$ cat src/rtl/sensor_pins_pkg.sv
// Shared constants and carriers for the sensor pin interface
package sensor_pins_pkg;
   // Bus addresses chosen by the address strap
   localparam logic [6:0] ADDR_STRAP_LOW = 7'h44;
   localparam logic [6:0] ADDR_STRAP_HIGH = 7'h45;
   localparam int BYTE_BITS = 8;
   localparam logic [3:0] BIT_LAST = 4'h8;
   localparam logic [3:0] BIT_FIRST = 4'h1;
   localparam logic [3:0] BIT_NONE = 4'h0;
   // Clock and timing
   localparam int CLK_PERIOD_NS = 10;
   localparam int RESET_MIN_NS = 1000;
   localparam int RESET_CYC = (RESET_MIN_NS + CLK_PERIOD_NS - 1) / CLK_PERIOD_NS;
   localparam int POWER_UP_MAX_US = 1;
   localparam int POWER_UP_CYC = POWER_UP_MAX_US * 1000 * 1000 / CLK_PERIOD_NS;
   localparam logic [7:0] RESET_CNT_MAX = 8'(RESET_CYC);
   // Synchroniser lane positions
   localparam int LANE_SCL = 0;
   localparam int LANE_SDA = 1;
   localparam int LANE_ADDR = 2;
   localparam int LANE_HRST = 3;
   localparam int LANES = 4;

   typedef enum logic [2:0] {
      ST_IDLE, ST_ADDR, ST_ADDR_ACK, ST_WR_BYTE, ST_WR_ACK, ST_RD_LOAD, ST_RD_BYTE, ST_RD_ACK
   } bus_state_e;

   typedef struct packed {
      logic [7:0] data;
      logic first;
   } rx_byte_s;

   typedef struct packed {
      logic [15:0] humidity;
      logic [15:0] temperature;
   } reading_s;

   typedef struct packed {
      logic [15:0] hum_high;
      logic [15:0] hum_low;
      logic [15:0] temp_high;
      logic [15:0] temp_low;
   } limits_s;
endpackage : sensor_pins_pkg
$ cat src/rtl/sensor_i2c_pins.sv
// Two-wire target port, address strap, alarm pin and hard reset of the sensor
//
// Notes on behaviour
// - Bus clock from zero to 1000 kHz works; pins are oversampled.
// - Clock is held low while the device waits for data.
// - Up to 400 kHz the fast-mode timing and behaviour hold.
// - Both bus lines are only ever pulled low, never driven high.
// - Address 0x44 with strap low, 0x45 with strap high.
// - Strap is sampled again at every start condition.
// - Header byte: address in upper seven bits, direction in the lowest.
// - Alarm follows latest readings compared against the limit values.
// - Alarm is active high while the alert condition holds.
// - Bus is ignored until power-up or reset reaches idle.
`timescale 1ns/100ps
module sensor_i2c_pins #(
   parameter int POWER_UP_CYCLES = sensor_pins_pkg::POWER_UP_CYC
) (
   input wire logic mclk_i,
   input wire logic rst_i,
   input wire logic scl_i,
   output logic scl_out_o,
   output logic scl_oe_n_o,
   input wire logic sda_i,
   output logic sda_out_o,
   output logic sda_oe_n_o,
   input wire logic addr_sel_i,
   input wire logic hard_reset_n_i,
   output logic alarm_o,
   output logic ready_o,
   output sensor_pins_pkg::rx_byte_s rx_o,
   output logic rx_valid_o,
   input wire logic rx_ready_i,
   input wire logic [7:0] tx_data_i,
   input wire logic tx_valid_i,
   output logic tx_ready_o,
   input wire sensor_pins_pkg::reading_s reading_i,
   input wire sensor_pins_pkg::limits_s limits_i
);
   logic [sensor_pins_pkg::LANES-1:0] pin_meta;
   logic [sensor_pins_pkg::LANES-1:0] pin_sync;
   logic scl_prev;
   logic sda_prev;
   logic [7:0] hr_cnt;
   logic hr_active;
   logic [31:0] pu_cnt;
   sensor_pins_pkg::bus_state_e state;
   logic [7:0] shift;
   logic [3:0] bit_cnt;
   logic [6:0] dev_addr;
   logic read_dir;
   logic nack;
   logic first_byte;

   // Pins come from outside; two flops before anything looks at them
   always_ff @(posedge mclk_i) begin
      pin_meta <= {hard_reset_n_i, addr_sel_i, sda_i, scl_i};
      pin_sync <= pin_meta;
      scl_prev <= pin_sync[sensor_pins_pkg::LANE_SCL];
      sda_prev <= pin_sync[sensor_pins_pkg::LANE_SDA];
   end

   wire scl_s = pin_sync[sensor_pins_pkg::LANE_SCL];
   wire sda_s = pin_sync[sensor_pins_pkg::LANE_SDA];
   wire addr_s = pin_sync[sensor_pins_pkg::LANE_ADDR];
   wire hrst_n_s = pin_sync[sensor_pins_pkg::LANE_HRST];
   // Edge-driven decode: no minimum bus rate, 100x oversampling at top rate
   wire scl_rise = scl_s & ~scl_prev;
   wire scl_fall = ~scl_s & scl_prev;
   wire start_det = scl_s & scl_prev & sda_prev & ~sda_s;
   wire stop_det = scl_s & scl_prev & ~sda_prev & sda_s;
   wire [6:0] strap_addr = addr_s ? sensor_pins_pkg::ADDR_STRAP_HIGH
                                  : sensor_pins_pkg::ADDR_STRAP_LOW;
   wire addr_match = (shift[7:1] == dev_addr);
   wire last_bit = (bit_cnt == sensor_pins_pkg::BIT_LAST);
   wire hr_long = (hr_cnt == sensor_pins_pkg::RESET_CNT_MAX);
   wire core_rst = rst_i | hr_active;
   wire stretch = (state == sensor_pins_pkg::ST_RD_LOAD) | rx_valid_o;
   wire hum_out = (reading_i.humidity > limits_i.hum_high) |
                  (reading_i.humidity < limits_i.hum_low);
   wire temp_out = (reading_i.temperature > limits_i.temp_high) |
                   (reading_i.temperature < limits_i.temp_low);
   wire alert_cond = hum_out | temp_out;

   // Shorter glitches on the reset pin are filtered out, not obeyed
   always_ff @(posedge mclk_i) begin
      if (rst_i || hrst_n_s) begin
         hr_cnt <= 8'h00;
      end else if (!hr_long) begin
         hr_cnt <= hr_cnt + 8'h01;
      end
   end

   always_ff @(posedge mclk_i) begin
      if (rst_i) begin
         hr_active <= 1'b0;
      end else begin
         hr_active <= hr_long & ~hrst_n_s;
      end
   end

   // Power-up wait uses the longest figure so the host never races it
   always_ff @(posedge mclk_i) begin
      if (core_rst) begin
         pu_cnt <= 32'h0;
         ready_o <= 1'b0;
      end else if (!ready_o) begin
         pu_cnt <= pu_cnt + 32'h1;
         ready_o <= (pu_cnt == 32'(POWER_UP_CYCLES - 1));
      end
   end

   always_ff @(posedge mclk_i) begin
      if (core_rst) begin
         alarm_o <= 1'b0;
      end else begin
         alarm_o <= alert_cond;
      end
   end

   // Output levels are constant low; only the enables move
   always_ff @(posedge mclk_i) begin
      if (rst_i) begin
         scl_out_o <= 1'b0;
         sda_out_o <= 1'b0;
      end else begin
         scl_out_o <= 1'b0;
         sda_out_o <= 1'b0;
      end
   end

   always_ff @(posedge mclk_i) begin
      if (core_rst) begin
         scl_oe_n_o <= 1'b1;
         tx_ready_o <= 1'b0;
      end else begin
         scl_oe_n_o <= ~stretch;
         tx_ready_o <= (state == sensor_pins_pkg::ST_RD_LOAD) & ~tx_valid_i;
      end
   end

   always_ff @(posedge mclk_i) begin
      if (core_rst) begin
         state <= sensor_pins_pkg::ST_IDLE;
         shift <= 8'h00;
         bit_cnt <= sensor_pins_pkg::BIT_NONE;
         dev_addr <= sensor_pins_pkg::ADDR_STRAP_LOW;
         read_dir <= 1'b0;
         nack <= 1'b0;
         first_byte <= 1'b0;
         sda_oe_n_o <= 1'b1;
         rx_valid_o <= 1'b0;
         rx_o <= '0;
      end else begin
         if (rx_valid_o && rx_ready_i) begin
            rx_valid_o <= 1'b0;
         end
         if (stop_det) begin
            state <= sensor_pins_pkg::ST_IDLE;
            sda_oe_n_o <= 1'b1;
         end else if (start_det && ready_o) begin
            state <= sensor_pins_pkg::ST_ADDR;
            bit_cnt <= sensor_pins_pkg::BIT_NONE;
            dev_addr <= strap_addr;
            sda_oe_n_o <= 1'b1;
         end else begin
            case (state)
               sensor_pins_pkg::ST_ADDR: begin
                  if (scl_rise) begin
                     shift <= {shift[6:0], sda_s};
                     bit_cnt <= bit_cnt + 4'h1;
                  end else if (scl_fall && last_bit) begin
                     if (addr_match) begin
                        state <= sensor_pins_pkg::ST_ADDR_ACK;
                        sda_oe_n_o <= 1'b0;
                        read_dir <= shift[0];
                     end else begin
                        state <= sensor_pins_pkg::ST_IDLE;
                     end
                  end
               end
               sensor_pins_pkg::ST_ADDR_ACK: begin
                  if (scl_fall) begin
                     sda_oe_n_o <= 1'b1;
                     bit_cnt <= sensor_pins_pkg::BIT_NONE;
                     first_byte <= 1'b1;
                     state <= read_dir ? sensor_pins_pkg::ST_RD_LOAD
                                       : sensor_pins_pkg::ST_WR_BYTE;
                  end
               end
               sensor_pins_pkg::ST_WR_BYTE: begin
                  if (scl_rise) begin
                     shift <= {shift[6:0], sda_s};
                     bit_cnt <= bit_cnt + 4'h1;
                  end else if (scl_fall && last_bit) begin
                     rx_o <= '{data: shift, first: first_byte};
                     rx_valid_o <= 1'b1;
                     sda_oe_n_o <= 1'b0;
                     state <= sensor_pins_pkg::ST_WR_ACK;
                  end
               end
               sensor_pins_pkg::ST_WR_ACK: begin
                  if (scl_fall) begin
                     sda_oe_n_o <= 1'b1;
                     bit_cnt <= sensor_pins_pkg::BIT_NONE;
                     first_byte <= 1'b0;
                     state <= sensor_pins_pkg::ST_WR_BYTE;
                  end
               end
               sensor_pins_pkg::ST_RD_LOAD: begin
                  if (tx_valid_i) begin
                     shift <= tx_data_i;
                     sda_oe_n_o <= tx_data_i[7];
                     bit_cnt <= sensor_pins_pkg::BIT_FIRST;
                     state <= sensor_pins_pkg::ST_RD_BYTE;
                  end
               end
               sensor_pins_pkg::ST_RD_BYTE: begin
                  if (scl_fall && last_bit) begin
                     sda_oe_n_o <= 1'b1;
                     state <= sensor_pins_pkg::ST_RD_ACK;
                  end else if (scl_fall) begin
                     shift <= {shift[6:0], 1'b0};
                     sda_oe_n_o <= shift[6];
                     bit_cnt <= bit_cnt + 4'h1;
                  end
               end
               sensor_pins_pkg::ST_RD_ACK: begin
                  if (scl_rise) begin
                     nack <= sda_s;
                  end else if (scl_fall) begin
                     state <= nack ? sensor_pins_pkg::ST_IDLE : sensor_pins_pkg::ST_RD_LOAD;
                  end
               end
               default: begin
                  state <= sensor_pins_pkg::ST_IDLE;
               end
            endcase
         end
      end
   end

   // Checks
   a_scl_low_only: assert property (@(posedge mclk_i) disable iff (rst_i)
      !scl_oe_n_o |-> !scl_out_o) else $error("scl driven high");
   a_sda_low_only: assert property (@(posedge mclk_i) disable iff (rst_i)
      !sda_oe_n_o |-> !sda_out_o) else $error("sda driven high");
   a_addr_strap_pick: assert property (@(posedge mclk_i) disable iff (core_rst)
      (start_det && ready_o && !stop_det) |=> dev_addr == ($past(addr_s)
      ? sensor_pins_pkg::ADDR_STRAP_HIGH : sensor_pins_pkg::ADDR_STRAP_LOW))
      else $error("wrong strap address");
   a_addr_held_frame: assert property (@(posedge mclk_i) disable iff (core_rst)
      (state != sensor_pins_pkg::ST_IDLE && !start_det) |=> $stable(dev_addr))
      else $error("address changed mid transaction");
   a_foreign_no_ack: assert property (@(posedge mclk_i) disable iff (core_rst)
      $rose(state == sensor_pins_pkg::ST_ADDR_ACK) |-> $past(shift[7:1]) == dev_addr)
      else $error("acked foreign address");
   a_read_dir_sel: assert property (@(posedge mclk_i) disable iff (core_rst)
      (state == sensor_pins_pkg::ST_ADDR_ACK && scl_fall && read_dir && !stop_det
       && !start_det) |=> state == sensor_pins_pkg::ST_RD_LOAD)
      else $error("direction bit ignored");
   a_read_stretch: assert property (@(posedge mclk_i) disable iff (core_rst)
      (state == sensor_pins_pkg::ST_RD_LOAD) |=> !scl_oe_n_o)
      else $error("no clock stretch while loading");
   a_write_stretch: assert property (@(posedge mclk_i) disable iff (core_rst)
      rx_valid_o |=> !scl_oe_n_o)
      else $error("no clock stretch while byte pending");
   a_idle_until_ready: assert property (@(posedge mclk_i) disable iff (core_rst)
      !ready_o |-> state == sensor_pins_pkg::ST_IDLE)
      else $error("bus served before idle");
   a_alarm_tracks: assert property (@(posedge mclk_i) disable iff (core_rst)
      ##1 alarm_o == $past(alert_cond)) else $error("alarm lags readings");
   a_reset_pulse: assert property (@(posedge mclk_i) disable iff (rst_i)
      $rose(hr_active) |-> $past(!hrst_n_s, 1) && $past(!hrst_n_s, 2))
      else $error("reset taken from glitch");
   c_write_byte: cover property (@(posedge mclk_i) $rose(rx_valid_o));
   c_read_byte: cover property (@(posedge mclk_i) tx_valid_i && tx_ready_o);
   c_foreign_addr: cover property (@(posedge mclk_i)
      state == sensor_pins_pkg::ST_ADDR && scl_fall && last_bit && !addr_match);
endmodule : sensor_i2c_pins

$ cat config.mk
export PLATFORM = sky130hd
export DESIGN_NAME = sensor_i2c_pins
export DESIGN_NICKNAME = d
export VERILOG_FILES = /design/src/rtl/sensor_pins_pkg.sv /design/src/rtl/sensor_i2c_pins.sv
export SDC_FILE = /design/constraint.sdc
export NUM_CORES = 1
export LEC_CHECK = 0
export ABC_AREA = 1
export BUFFER_PORTS_ARGS = -buffer_cell sky130_fd_sc_hd__buf_2
export CELL_PAD_IN_SITES_DETAIL_PLACEMENT = 0
export CELL_PAD_IN_SITES_GLOBAL_PLACEMENT = 1
export CORE_MARGIN = 5
export CORE_UTILIZATION = 41
export CTS_CLUSTER_SIZE = 12
export DETAILED_ROUTE_END_ITERATION = 6
export GPL_ROUTABILITY_DRIVEN = 1
export PLACE_DENSITY = 0.9
export SETUP_SLACK_MARGIN = 0.2
export SYNTH_ARGS = -nofsm -noshare
export SYNTH_HDL_FRONTEND = slang
export SYNTH_SLANG_ARGS = --single-unit
$ cat constraint.sdc
create_clock -name mclk_i -period 2.69 [get_ports mclk_i]
set_input_delay 0.1345 -clock mclk_i [delete_from_list [all_inputs] [get_ports mclk_i]]
set_output_delay 0.1345 -clock mclk_i [all_outputs]
set_load 0.005 [all_outputs]
==> impl_metrics.env <==
export IMPL_finalCriticalPeriod_ns=1.848
export IMPL_start_util_pct=41.63
export IMPL_critPathMaxFanout=12
export IMPL_cts_max_level=3
export IMPL_cts_tree="done"
export IMPL_grt_max_degree=42
export IMPL_io_pins=129
export IMPL_post_route_cells_drive_above_1_share_pct=17.24
export IMPL_synth_edf_count=0
export IMPL_max_stage_delay_ns=0.62
export IMPL_r2r_cells=5
export IMPL_synth_flop_cell="dfxtp_1"
export IMPL_cts_sinks=85
export IMPL_fin_worst_hold_slack_ns=0.07440
export IMPL_top_usage_layer="met2"
export IMPL_synth_area_um2=5757
export IMPL_final_nets=1183
export IMPL_fmax_mhz=541.1
export IMPL_multi_input_area_um2=3411
export IMPL_peakVddDrop_v=0.0004517
export IMPL_hpwl_um=11400
export IMPL_setup_tns_final_ns=0
export IMPL_crit_required_ns=2.91
export IMPL_design_die_area_um2=16510
export IMPL_ys_types=37
export IMPL_fin_skew_ns=0.009241
export IMPL_gr_usage_all_layers_pct=17.35
export IMPL_core_area_um2=13830
export IMPL_max_slew_margin_rel_pct=37.33
export IMPL_cts_resized=0
export IMPL_endpoint_kind="flop"
export IMPL_synth_top_area_share_pct=29.56
export IMPL_syn_inst=873
export IMPL_status="completed"
export IMPL_synth_top_cell_by_area="dfxtp_1"
export IMPL_power_leakage_nw=3.457
export IMPL_power_share_clock_pct=31.9
export IMPL_fp_dieH_um=128.5
export IMPL_use_met2_pct=27.92
export IMPL_fin_area_um2=6887
export IMPL_cp_arrival_ns=2.07
export IMPL_drc=0
export IMPL_areaGrowthSynthToFinish_pct=19.63
export IMPL_grt_pass1_wl_um=23810
export IMPL_worstHoldPathType="in -> reg"
export IMPL_synth_seq_area_share_pct=29.56
export IMPL_rsz0062_at_grt="no"
export IMPL_antenna_found_initial=0
export IMPL_cpMaxStageDelayCell="dfxtp_1"
export IMPL_period_share_pct=68.70
export IMPL_setup_viol=0
export IMPL_rr_endpoint="shift[6]"
export IMPL_grt_overflow=0
export IMPL_seqPwrFrac_pct=40.2
export IMPL_root_buffer="clkbuf_16"
export IMPL_crit_chain="nand4_1, nand2_1, nor3_4, o21ai_1, nor2_1"
export IMPL_path_buf_inv=0
export IMPL_path_class="reg -> reg"
export IMPL_insertion_delay_ns=0.34
export IMPL_placed_cell_area_um2=6566
export IMPL_p_int_w=0.002437
export IMPL_clk_pin_slew_worst_paths_ns=0.07
export IMPL_p_sw_w=0.001277
export IMPL_synthArstFlopShare_pct=0
export IMPL_cts_buffers=9
export IMPL_rrSetupSlack_ns=0.84
export IMPL_seqCellArea_um2=1702
export IMPL_fillers=1427
export IMPL_fp_dieW_um=128.5
export IMPL_final_cells=1189
export IMPL_wire_per_inst_um=11.78
export IMPL_critPathLaunchType="flop"
export IMPL_yosys_top_cells_count="nand2_1 (192), inv_1 (147), nor2_1 (97)"
export IMPL_hold_viol=0
export IMPL_hold_depth=4
export IMPL_portBuffers=126
export IMPL_yosysMostFrequentCell="nand2_1"
export IMPL_final_max_slew_viol_count=0
export IMPL_rows=43
export IMPL_ys_top_cells_by_area="dfxtp_1 (30%), ha_1 (15%), nand2_1 (13%)"
export IMPL_grt_pass1_vias=5232
export IMPL_hp_start="rx_ready_i"
export IMPL_place_inst=1169
export IMPL_tightest_slew_ns=0.9390
export IMPL_max_cap_violations=0
export IMPL_antenna_cells=0
export IMPL_vias=5605
export IMPL_drtIter0Drc=373
export IMPL_cp_top_family="simple AND/OR/NAND/NOR gates"
export IMPL_min_to="rx_valid_o"
export IMPL_drtAntennaViolNets=0
export IMPL_yosys_warnings=0
export IMPL_globalRouteMet1Util_pct=23.73
export IMPL_gp_congestion=0.8825
export IMPL_avgSynthCellArea_um2=6.594
export IMPL_r2r_start="ready_o"
export IMPL_dr_pass1_iters=5
export IMPL_p_comb_share_pct=27.9
export IMPL_power_density_nw_per_um2=539.4
export IMPL_ys_seq_elements=85
export IMPL_cts_buffer_depth=2
export IMPL_drt_wl_total_um=14000
export IMPL_cts_setup_buffers=0
export IMPL_grt_util_met3_pct=3.694
export IMPL_vias_per_cell=4.714
export IMPL_swShare_pct=34.38
-- metrics by stage --
stage          setup WS, ns  power, W  utilization [%]
5_1_grt              0.6006  0.004004            49.81
6_report             0.8421  0.003715            49.81
3_3_place_gp         0.9220  0.002554            47.49
2_1_floorplan         1.098  0.002268                -
4_1_cts              0.8338  0.003757            49.81
3_5_place_dp         0.8416  0.002558            47.49
-- power by group through the flow --
stage               sequential (W)  combinational (W)  clock [W]
global placement           0.00152            0.00103          0
CTS                        0.00149            0.00105    0.00122
finish                     0.00149            0.00104    0.00119
global route               0.00151            0.00122    0.00127
detailed placement         0.00152            0.00104          0
floorplan                  0.00148           0.000790          0
-- how the worst max path moves through the flow --
stage,startpoint,to,cells past startpoint
CTS,ready_o,shift[6],5
detailed placement,ready_o,shift[3],5
floorplan,pu_cnt[1],pu_cnt[28],12
global route,ready_o,shift[5],5
global placement,ready_o,shift[0],6
finish,ready_o,shift[6],5
-- cells by family (layout without fill, tap and decap cells) --
logic type / after synthesis / count (layout) / share of synthesized area (%)
flip-flops: 85 / 85 / 29.56
buffers and inverters: 169 / 304 / 11.30
AO/OA/AOI/OAI: 134 / 134 / 12.13
other: 1 / 2 / 0.06514
AND/OR/NAND/NOR: 410 / 410 / 31.32
adder cells (fa/ha/maj): 67 / 67 / 14.56
XOR/XNOR: 7 / 7 / 1.065
-- flip-flops by register name, indices dropped and copies added, names as in the netlist, 3 cells and up --
register and flops:
bit_cnt 4, hr_cnt 8, pin_meta 4, pin_sync 4, pu_cnt 32, rx_o 9, shift 8, state 3
-- cell usage in the layout (no fill, tap or decap), drive strengths merged, types with 3 or more instances in the layout --
| cell | instances |
|---|---|
| a21oi | 70 |
| buf | 127 |
| clkbuf | 10 |
| dfxtp | 85 |
| dlygate4sd3 | 4 |
| ha | 67 |
| inv | 160 |
| nand2 | 201 |
| nand3 | 41 |
| nand4 | 18 |
| nor2 | 107 |
| nor3 | 29 |
| nor4 | 10 |
| o21ai | 54 |
| xnor2 | 3 |
| xor2 | 4 |
-- cell type report --
cell class / instances / share of cell area [%]
repair buffers: 131 / 9.847
clock buffers: 10 / 3.325
multi-input cells: 620 / 49.53
inverters: 157 / 8.576
well taps: 180 / 3.270
clock inverters: 6 / 0.7449
flip-flops and latches: 85 / 24.71
-- layer usage --
metal  wire length [um]  part of all wire, %
met1               6699                   48
met2               6486                   46
met3                648                  4.6
met4                169                  1.2
met5                  0                    0
-- what timing repair did --
action / 4_1_cts / 5_1_grt
hold buffers: 4 / 0
setup endpoints to repair: 0 / 0
endpoints found under the hold margin: 4 / 0
-- worst register-to-register path: stages (launching register included) --
cell	delay (ns)
dfxtp_1	0.62
nand4_1	0.40
nand2_1	0.40
nor3_4	0.13
o21ai_1	0.14
nor2_1	0.05
(Power assumes the default switching activity.)
